**src/inc/pepcr_pkg.sv**
```systemverilog
// Package for the extended page 2 control and status register bank
package pepcr_pkg;

    // ------------------------------------------------------------------
    // Management register numbers
    // ------------------------------------------------------------------
    localparam logic [4:0]  PEPCR_ADDR_TX_TRIM  = 5'h10;
    localparam logic [4:0]  PEPCR_ADDR_EEE_CTL  = 5'h11;
    localparam logic [4:0]  PEPCR_ADDR_MAC_IF   = 5'h14;
    localparam logic [4:0]  PEPCR_ADDR_WAKE_LO  = 5'h15;
    localparam logic [4:0]  PEPCR_ADDR_PAGE     = 5'h1F;
    localparam logic [4:0]  PEPCR_PAGED_FIRST   = 5'h10;
    localparam logic [4:0]  PEPCR_PAGED_LAST    = 5'h1E;

    // ------------------------------------------------------------------
    // Page selector values
    // ------------------------------------------------------------------
    localparam logic [15:0] PEPCR_PAGE_EXT2     = 16'h0002;
    localparam logic [15:0] PEPCR_PAGE_MAIN     = 16'h0000;

    // ------------------------------------------------------------------
    // Reset values and writable masks
    // ------------------------------------------------------------------
    localparam logic [15:0] PEPCR_TRIM_RST      = 16'h028E;
    localparam logic [15:0] PEPCR_TRIM_MASK     = 16'h0FFF;
    localparam logic [15:0] PEPCR_EEE_RST       = 16'h0000;
    localparam logic [15:0] PEPCR_EEE_MASK      = 16'h8C1C;
    localparam logic [15:0] PEPCR_MAC_RST       = 16'h0000;
    localparam logic [15:0] PEPCR_MAC_STK_MASK  = 16'h10FF;
    localparam logic [15:0] PEPCR_WAKE_RST      = 16'h0000;
    localparam logic [15:0] PEPCR_WAKE_MASK     = 16'hFFFF;
    localparam logic [15:0] PEPCR_ZERO16        = 16'h0000;

    // ------------------------------------------------------------------
    // Field positions
    // ------------------------------------------------------------------
    localparam int PEPCR_TRIM_TX100_LSB = 8;
    localparam int PEPCR_TRIM_T10_LSB   = 4;
    localparam int PEPCR_TRIM_TE10_LSB  = 0;
    localparam int PEPCR_EEE_TE10_BIT   = 15;
    localparam int PEPCR_EEE_LED_LSB    = 10;
    localparam int PEPCR_EEE_LINK_BIT   = 8;
    localparam int PEPCR_EEE_EN100_BIT  = 6;
    localparam int PEPCR_EEE_FLPI_BIT   = 4;
    localparam int PEPCR_EEE_INHTX_BIT  = 3;
    localparam int PEPCR_EEE_INHRX_BIT  = 2;
    localparam int PEPCR_MAC_FFAIL_BIT  = 15;
    localparam int PEPCR_MAC_SOF_BIT    = 12;
    localparam int PEPCR_MAC_RXREV_BIT  = 7;
    localparam int PEPCR_MAC_RXDLY_LSB  = 4;
    localparam int PEPCR_MAC_TXREV_BIT  = 3;
    localparam int PEPCR_MAC_TXDLY_LSB  = 0;

    // ------------------------------------------------------------------
    // Carriers
    // ------------------------------------------------------------------
    typedef struct packed {
        logic       lpi;    // Low-power idle indication
        logic [3:0] data;   // Nibble data lines
    } pepcr_lane_s;

    typedef struct packed {
        logic [3:0]  trimTx100;
        logic [3:0]  trimT10;
        logic [3:0]  trimTe10;
        logic        eeeTe10En;
        logic [1:0]  ledInvert;
        logic        fastLinkFailV2En;
        logic        sofEn;
        logic [2:0]  rxClkDelay;
        logic [2:0]  txClkDelay;
        logic [15:0] wakeAddrLow;
    } pepcr_cfg_s;

endpackage

```
**src/design/pepcr_sync.sv**
```systemverilog
// Two-stage synchroniser for the asynchronous status inputs
`timescale 1ns/1ns
module pepcr_sync
    import pepcr_pkg::*;
(
    input  wire logic       clk_sys,
    input  wire logic       srst,
    input  wire logic [1:0] asyncIn,
    output logic      [1:0] syncOut
);

    logic [1:0] stage1_r;
    logic [1:0] stage2_r;

    // First stage feeds only the second stage
    always_ff @(posedge clk_sys) begin
        if (srst) begin
            stage1_r <= 2'h0;
            stage2_r <= 2'h0;
        end else begin
            stage1_r <= asyncIn;
            stage2_r <= stage1_r;
        end
    end

    assign syncOut = stage2_r;

endmodule

```
**src/design/pepcr_lane_map.sv**
```systemverilog
// Registered nibble lane with optional bit-order reversal
`timescale 1ns/1ns
module pepcr_lane_map
    import pepcr_pkg::*;
(
    input  wire logic        clk_sys,
    input  wire logic        srst,
    input  wire logic        reverse,
    input  wire pepcr_lane_s laneIn,
    output pepcr_lane_s      laneOut
);

    pepcr_lane_s lane_r;
    pepcr_lane_s lane_nxt;

    // Swap bit 3 with bit 0 and bit 2 with bit 1
    function automatic logic [3:0] flipNibble(input logic [3:0] n);
        flipNibble = {n[0], n[1], n[2], n[3]};
    endfunction

    // Select natural or reversed order
    always_comb begin
        lane_nxt      = laneIn;
        lane_nxt.data = reverse ? flipNibble(laneIn.data) : laneIn.data;
    end

    // Register the lane
    always_ff @(posedge clk_sys) begin
        if (srst) begin
            lane_r <= '0;
        end else begin
            lane_r <= lane_nxt;
        end
    end

    assign laneOut = lane_r;

endmodule

```
**src/design/pepcr_regs.sv**
```systemverilog
// Extended page 2 control and status registers with MAC lane handling
//
// Functional notes
// - 100BASE-TX trim bits 11:8, reset 0010
// - 10BASE-T trim bits 7:4, reset 1000
// - 10BASE-Te trim bits 3:0, reset 1110
// - Energy-efficient 10BASE-Te enable bit 15
// - LED polarity invert bits 11:10, reset 00
// - Read-only link and EEE100 status bits
// - Force LPI on line, discard MAC data
// - Inhibit transmit LPI in 100BASE-TX
// - Inhibit receive LPI to MAC in 100BASE-TX
// - Non-sticky fast link fail v2 enable
// - Sticky start-of-frame indication enable bit 12
// - Receive nibble reversal when bit 7 set
// - Transmit nibble reversal when bit 3 set
// - Three-bit receive and transmit clock delay selects
// - Sticky wake address low word
// - Visible at 16-30 only on page 2
`timescale 1ns/1ns
module pepcr_regs
    import pepcr_pkg::*;
(
    input  wire logic        clk_sys,
    input  wire logic        srst,
    input  wire logic        softRst,
    input  wire logic [4:0]  regAddr,
    input  wire logic [15:0] regWrData,
    input  wire logic        regWr,
    input  wire logic        regRd,
    output logic      [15:0] regRdData,
    input  wire logic        linkUpPin,
    input  wire logic        eee100Pin,
    input  wire logic        speed100,
    input  wire pepcr_lane_s macTx,
    input  wire pepcr_lane_s lineRx,
    output pepcr_lane_s      lineTx,
    output pepcr_lane_s      macRx,
    output pepcr_cfg_s       cfg,
    output logic      [15:0] pageSel
);

    // ------------------------------------------------------------------
    // Decode helpers
    // ------------------------------------------------------------------

    // True when the address falls in the paged window on page 2
    function automatic logic inPage2(input logic [4:0]  a,
                                     input logic [15:0] pg);
        inPage2 = (a >= PEPCR_PAGED_FIRST) && (a <= PEPCR_PAGED_LAST)
                  && (pg == PEPCR_PAGE_EXT2);
    endfunction

    // Merge written data into a register through a writable mask
    function automatic logic [15:0] mergeMasked(input logic [15:0] old,
                                                input logic [15:0] wd,
                                                input logic [15:0] m);
        mergeMasked = (old & ~m) | (wd & m);
    endfunction

    // ------------------------------------------------------------------
    // Status synchronisers
    // ------------------------------------------------------------------

    logic [1:0] statusSync;

    // Link and EEE status come from other clock domains
    pepcr_sync u_status_sync (
        .clk_sys (clk_sys),
        .srst    (srst),
        .asyncIn ({linkUpPin, eee100Pin}),
        .syncOut (statusSync)
    );

    // ------------------------------------------------------------------
    // Register state
    // ------------------------------------------------------------------

    logic [15:0] page_r;
    logic [15:0] page_nxt;
    logic [15:0] trim_r;
    logic [15:0] trim_nxt;
    logic [15:0] eee_r;
    logic [15:0] eee_nxt;
    logic [15:0] macStk_r;
    logic [15:0] macStk_nxt;
    logic        fastFail_r;
    logic        fastFail_nxt;
    logic [15:0] wake_r;
    logic [15:0] wake_nxt;
    logic [15:0] rdData_r;
    logic [15:0] rdData_nxt;
    logic        wrPaged;

    assign wrPaged = regWr && inPage2(regAddr, page_r);

    // Page selector, written from any page
    always_comb begin
        page_nxt = page_r;
        if (regWr && regAddr == PEPCR_ADDR_PAGE) begin
            page_nxt = regWrData;
        end
    end

    // Sticky registers: only a hardware reset restores them
    always_comb begin
        trim_nxt   = trim_r;
        eee_nxt    = eee_r;
        macStk_nxt = macStk_r;
        wake_nxt   = wake_r;
        if (wrPaged) begin
            unique case (regAddr)
                PEPCR_ADDR_TX_TRIM: begin
                    // Three amplitude trim fields
                    trim_nxt = mergeMasked(trim_r, regWrData,
                                           PEPCR_TRIM_MASK);
                end
                PEPCR_ADDR_EEE_CTL: begin
                    // 10BASE-Te, LED polarity and LPI debug bits
                    eee_nxt = mergeMasked(eee_r, regWrData,
                                          PEPCR_EEE_MASK);
                end
                PEPCR_ADDR_MAC_IF: begin
                    // SOF, reversal and clock delay selects
                    macStk_nxt = mergeMasked(macStk_r, regWrData,
                                             PEPCR_MAC_STK_MASK);
                end
                PEPCR_ADDR_WAKE_LO: begin
                    wake_nxt = mergeMasked(wake_r, regWrData,
                                           PEPCR_WAKE_MASK);
                end
                default: begin
                    // Other paged slots hold nothing here
                end
            endcase
        end
    end

    // Non-sticky fast link fail v2 enable
    always_comb begin
        fastFail_nxt = fastFail_r;
        if (wrPaged && regAddr == PEPCR_ADDR_MAC_IF) begin
            fastFail_nxt = regWrData[PEPCR_MAC_FFAIL_BIT];
        end
    end

    // Hardware reset loads sticky fields with their reset values
    always_ff @(posedge clk_sys) begin
        if (srst) begin
            trim_r   <= PEPCR_TRIM_RST;
            eee_r    <= PEPCR_EEE_RST;
            macStk_r <= PEPCR_MAC_RST;
            wake_r   <= PEPCR_WAKE_RST;
        end else begin
            trim_r   <= trim_nxt;
            eee_r    <= eee_nxt;
            macStk_r <= macStk_nxt;
            wake_r   <= wake_nxt;
        end
    end

    // Either reset clears non-sticky fields and the page
    always_ff @(posedge clk_sys) begin
        if (srst || softRst) begin
            page_r <= PEPCR_PAGE_MAIN;
            fastFail_r <= 1'b0;
        end else begin
            page_r <= page_nxt;
            fastFail_r <= fastFail_nxt;
        end
    end

    // ------------------------------------------------------------------
    // Read path
    // ------------------------------------------------------------------

    // Compose the addressed word; reserved and unmapped read zero
    always_comb begin
        rdData_nxt = PEPCR_ZERO16;
        if (regRd) begin
            if (regAddr == PEPCR_ADDR_PAGE) begin
                rdData_nxt = page_r;
            end else if (inPage2(regAddr, page_r)) begin
                unique case (regAddr)
                    PEPCR_ADDR_TX_TRIM: begin
                        rdData_nxt = trim_r & PEPCR_TRIM_MASK;
                    end
                    PEPCR_ADDR_EEE_CTL: begin
                        rdData_nxt = eee_r & PEPCR_EEE_MASK;
                        rdData_nxt[PEPCR_EEE_LINK_BIT]  = statusSync[1];
                        rdData_nxt[PEPCR_EEE_EN100_BIT] = statusSync[0];
                    end
                    PEPCR_ADDR_MAC_IF: begin
                        rdData_nxt = macStk_r & PEPCR_MAC_STK_MASK;
                        rdData_nxt[PEPCR_MAC_FFAIL_BIT] = fastFail_r;
                    end
                    PEPCR_ADDR_WAKE_LO: begin
                        rdData_nxt = wake_r;
                    end
                    default: begin
                        rdData_nxt = PEPCR_ZERO16;
                    end
                endcase
            end
        end
    end

    // Read data stand for one cycle only
    always_ff @(posedge clk_sys) begin
        if (srst) begin
            rdData_r <= PEPCR_ZERO16;
        end else begin
            rdData_r <= rdData_nxt;
        end
    end

    // ------------------------------------------------------------------
    // Configuration outputs (direct register slices)
    // ------------------------------------------------------------------

    // Fields handed to the analog and PCS logic
    always_comb begin
        cfg.trimTx100   = trim_r[PEPCR_TRIM_TX100_LSB +: 4];
        cfg.trimT10     = trim_r[PEPCR_TRIM_T10_LSB +: 4];
        cfg.trimTe10    = trim_r[PEPCR_TRIM_TE10_LSB +: 4];
        cfg.eeeTe10En   = eee_r[PEPCR_EEE_TE10_BIT];
        cfg.ledInvert   = eee_r[PEPCR_EEE_LED_LSB +: 2];
        cfg.fastLinkFailV2En = fastFail_r;
        cfg.sofEn       = macStk_r[PEPCR_MAC_SOF_BIT];
        cfg.rxClkDelay  = macStk_r[PEPCR_MAC_RXDLY_LSB +: 3];
        cfg.txClkDelay  = macStk_r[PEPCR_MAC_TXDLY_LSB +: 3];
        cfg.wakeAddrLow = wake_r;
    end

    // ------------------------------------------------------------------
    // Lane handling between MAC and line
    // ------------------------------------------------------------------

    logic        forceLpi;
    logic        inhTxLpi;
    logic        inhRxLpi;
    pepcr_lane_s txGated;
    pepcr_lane_s rxGated;

    assign forceLpi = eee_r[PEPCR_EEE_FLPI_BIT];
    assign inhTxLpi = eee_r[PEPCR_EEE_INHTX_BIT];
    assign inhRxLpi = eee_r[PEPCR_EEE_INHRX_BIT];

    // Transmit: forced LPI overrides MAC data, inhibit blocks MAC LPI
    always_comb begin
        txGated = macTx;
        if (forceLpi) begin
            txGated.lpi  = 1'b1;
            txGated.data = 4'h0;
        end else if (inhTxLpi && speed100) begin
            txGated.lpi  = 1'b0;
        end
    end

    // Receive: inhibit keeps line LPI away from the MAC
    always_comb begin
        rxGated = lineRx;
        if (inhRxLpi && speed100) begin
            rxGated.lpi = 1'b0;
        end
    end

    // Transmit lane register with optional reversal
    pepcr_lane_map u_tx_map (
        .clk_sys (clk_sys),
        .srst    (srst),
        .reverse (macStk_r[PEPCR_MAC_TXREV_BIT]),
        .laneIn  (txGated),
        .laneOut (lineTx)
    );

    // Receive lane register with optional reversal
    pepcr_lane_map u_rx_map (
        .clk_sys (clk_sys),
        .srst    (srst),
        .reverse (macStk_r[PEPCR_MAC_RXREV_BIT]),
        .laneIn  (rxGated),
        .laneOut (macRx)
    );

    assign regRdData = rdData_r;
    assign pageSel   = page_r;

endmodule

```
**config.mk**
```make
export PLATFORM = sky130hd
export DESIGN_NAME = pepcr_regs
export DESIGN_NICKNAME = d
export VERILOG_FILES = /design/src/inc/pepcr_pkg.sv /design/src/design/pepcr_sync.sv /design/src/design/pepcr_lane_map.sv /design/src/design/pepcr_regs.sv
export SDC_FILE = /design/constraint.sdc
export NUM_CORES = 1
export LEC_CHECK = 0
export BUFFER_PORTS_ARGS = -buffer_cell sky130_fd_sc_hd__buf_2
export CORE_MARGIN = 2
export CORE_UTILIZATION = 56
export CTS_BUF_LIST = sky130_fd_sc_hd__clkbuf_2
export DETAILED_ROUTE_END_ITERATION = 10
export GPL_TIMING_DRIVEN = 1
export MAX_ROUTING_LAYER = met4
export PLACE_DENSITY_LB_ADDON = 0.12
export SLEW_MARGIN = 10
export SYNTH_ARGS = -nofsm -noshare
export SYNTH_HDL_FRONTEND = slang
export SYNTH_SLANG_ARGS = --single-unit
```
**constraint.sdc**
```tcl
create_clock -name clk_sys -period 2.8 [get_ports clk_sys]
set_input_delay 0.14 -clock clk_sys [delete_from_list [all_inputs] [get_ports clk_sys]]
set_output_delay 0.14 -clock clk_sys [all_outputs]
set_load 0.02 [all_outputs]
```
==> metrics.csv <==
stage;metric;value;unit
global_route;grt_pass1_vias;3042;
cts;clk_pin_slew;0.25;ns
drt;avgRoutedWirePerCell;15.8;um
final_layout;drive_gt1_share;30.5;%
power;peakVddDrop;329;uV
timing;slew_headroom;48.0;%
cts;htree_levels;3;
floorplanning;io_pins;120;
global_route;track_usage;26.8;%
worst_setup_path;worst_r2r_startpoint;pageSel[9]$_SDFFE_PP0P_;
timing;skew;0.0247;ns
synth;syn-instance-count;372;
global_route;grt_pass1_wl;14.9;mm
timing;slew_viol_final;0;
worst_setup_path;arrival;2.55;ns
cts;cts.sink_count;90;
synth;synth_edf_count;0;
drt;dr.pass1.iters;5;
worst_hold_path;hold_class;input port to register;
worst_setup_path;rr_endpoint;trim_r[7]$_SDFFE_PP1P_;
worst_setup_path;crit_end;trim_r[7]$_SDFFE_PP1P_;
placed_design;port_buffers;119;
final_layout;fin_nets;552;
worst_setup_path;path_max_fanout;12;
synth;ys_warn_count;0;
timing;fin_crit_sh;76.1;%
worst_setup_path;r2r_cells;5;
drt;drc;0;
flow_run;maxCapViolCount;0;
cts;cts_resized;0;
timing;worst_pin_slew;0.774;ns
power;power_leakage;2.31;nW
final_layout;antenna-diode-count;0;
timing;finalSetupTns;0;ns
floorplanning;core_area;0.00635;mm^2
drt;first_iter_violations;201;
timing;timing.fmax;469;MHz
synth;synth.cell_area;0.00368;mm^2
floorplanning;dieArea;0.00724;mm^2
cts;clock-root-buffer;clkbuf_2;
worst_setup_path;cp_top_family;simple AND/OR/NAND/NOR gates;
floorplanning;die_h;85.1;um
synth;synth_ff_type;dfxtp_1;
synth;ys_seq_area_share;48.9;%
placed_design;place_hpwl;6.35;mm
cts;clock_latency;0.52;ns
drt;dr_total_vias;3222;
synth;syn_nets;411;
final_layout;finish.utilization;74.3;%
drt;vias_per_cell;5.42;
timing;hold_violations;0;
worst_setup_path;r2r_slack;0.67;ns
cts;cts_buffers;9;
floorplanning;initial_core_util;58.0;%
run_status;status;finished clean;
global_route;grt_max_degree;40;
placed_design;pre_cts_ws;0.732;ns
worst_setup_path;worstPathCellList;nor4_2, and3_1, nand4_2, mux2i_1, nand2b_1;
worst_setup_path;slowest_stage;nand4_2;
worst_setup_path;crit_path_start;pageSel[9]$_SDFFE_PP0P_;
global_route;antenna_found_initial;0;
synth;synth-async-reset-ratio;0;%
timing;fin_ws;0.670;ns
worst_setup_path;startpoint_type;register;
final_layout;syn_to_final_growth;28.1;%
drt;wl;9.42;mm
power;powerDensity;431;mW/mm^2
timing;setup_violations;0;
synth;ys_ff_latch;90;
floorplanning;rows;29;
placed_design;gp_congestion;0.885;
synth;avgSynthCellArea;9.91;um^2
power;power;0.00203;W
cts;clock_path_buffers;2;
worst_setup_path;timing.critical_path.buf_inv;0;
timing;rsz0062_at_grt;no;
floorplanning;die_w;85.1;um
timing;layout_min_cycle_time;2.13;ns
synth;synthDistinctLibCells;38;
worst_setup_path;crit_required;3.22;ns
worst_setup_path;max_stage_delay;0.55;ns
worst_setup_path;end_kind;register;
drt;postRouteAntennaNets;0;
global_route;grt_remaining_overflow;0;
cts;cts_tree;built;
worst_setup_path;crit_type;register to register;
worst_setup_path;crit_cells;5;
timing;hold_slack;0.0823;ns
[power by group]
part           switching, W  total [W]  internal (W)
clock network      0.000442   0.000558      0.000116
logic             0.0000979   0.000179     0.0000809
registers        0.00000282    0.00130       0.00130
total              0.000542    0.00203       0.00149
[layout make-up]
type / count / area [um^2]
clock buffer: 9 / 45.0
clock inverter: 7 / 45.0
fill: 489 / 1630
inverter: 1 / 3.75
multi-input combinational: 249 / 1710
sequential: 90 / 1800
tap: 77 / 96.3
timing repair buffer: 162 / 1020
[flip-flops by register name, summed over array words and instances (netlist names)]
| register | cells |
|---|---|
| macStk_r | 9 |
| u_tx_map.laneOut | 5 |
| wake_r | 16 |
| trim_r | 12 |
| u_status_sync.syncOut | 2 |
| u_rx_map.laneOut | 5 |
| regRdData | 16 |
| pageSel | 16 |
| fastFail_r | 1 |
| u_status_sync.stage1_r | 2 |
| eee_r | 6 |
[routing by layer]
| metal | part of all wire (%) | global-route usage, % |
|---|---|---|
| met1 | 46 | 37.4 |
| met2 | 47 | 40.4 |
| met3 | 5.9 | 3.79 |
| met4 | 1.1 | 8.80 |
| met5 | 0 | - |
[synth_stat cells (2+ instances only)]
library cell	count	area share, %
dfxtp_1	90	49
nor2_1	62	6.3
mux2i_1	56	15
nand2_1	26	2.6
a21oi_1	17	2.3
clkbuf_1	17	1.7
nand3_1	17	2.3
a22oi_1	14	2.9
buf_4	6	1.2
nand2b_1	6	1.0
a22o_1	5	1.2
nor3_1	5	0.68
o21ai_0	5	0.68
buf_2	4	0.54
mux2_2	4	1.2
mux4_2	4	2.4
nor2b_1	4	0.68
buf_6	3	0.92
nor4_2	3	1.0
a32oi_1	2	0.48
buf_1	2	0.20
nand4_1	2	0.34
nand4_2	2	0.68
nor4_1	2	0.34
[cells by family after synthesis]
| family | count (synthesis) | synth area share (%) |
|---|---|---|
| AOI/OAI and AO/OA | 45 | 7.98 |
| buffers and inverters | 33 | 4.72 |
| DFF | 90 | 48.9 |
| muxes | 64 | 18.9 |
| and+or+nand+nor | 140 | 19.5 |
[through the flow]
step	instance area, um^2	cells
2_1_floorplan	3680	372
3_3_place_gp	4230	539
3_5_place_dp	4230	539
4_1_cts	4710	594
5_1_grt	4720	595
6_report	4720	595
[cell usage in the layout, fill, tap and decap left out, types with 3 or more instances in the layout]
| master | count |
|---|---|
| buf_2 | 119 |
| dfxtp_1 | 90 |
| nor2_1 | 62 |
| mux2i_1 | 56 |
| dlygate4sd3_1 | 40 |
| nand2_1 | 26 |
| nand3_1 | 17 |
| a21oi_1 | 17 |
| a22oi_1 | 14 |
| clkbuf_2 | 9 |
| nand2b_1 | 6 |
| a22o_1 | 5 |
| o21ai_0 | 5 |
| nor3_1 | 5 |
| mux2_2 | 4 |
| mux4_2 | 4 |
| nor2b_1 | 4 |
| clkinv_2 | 4 |
| nor4_2 | 3 |
| buf_4 | 3 |
[worst min-delay path, stage by stage]
cell and delay (ns):
buf_2 0.07, or2_2 0.32, a21oi_1 0.06
[timing repair]
action | in CTS | in global routing
hold buffers | 39 | 1
hold endpoints to repair | 72 | 2
setup buffers | 0 | 0
[worst min path at each step]
| stage | from | endpoint | slack [ns] | depth (start not counted) |
|---|---|---|---|---|
| detailed placement | speed100 | u_rx_map.laneOut[4]$_SDFF_PP0_ | 0.35 | 2 |
| CTS | regWr | pageSel[2]$_SDFFE_PP0P_ | 0.005 | 3 |
| global placement | speed100 | u_rx_map.laneOut[4]$_SDFF_PP0_ | 0.34 | 2 |
| floorplan | speed100 | u_rx_map.laneOut[4]$_SDFF_PP0_ | 0.24 | 1 |
| finish | softRst | pageSel[9]$_SDFFE_PP0P_ | 0.08 | 3 |
| global route | softRst | pageSel[5]$_SDFFE_PP0P_ | 0.07 | 3 |
No activity file was read; power rests on OpenSTA's default activity.
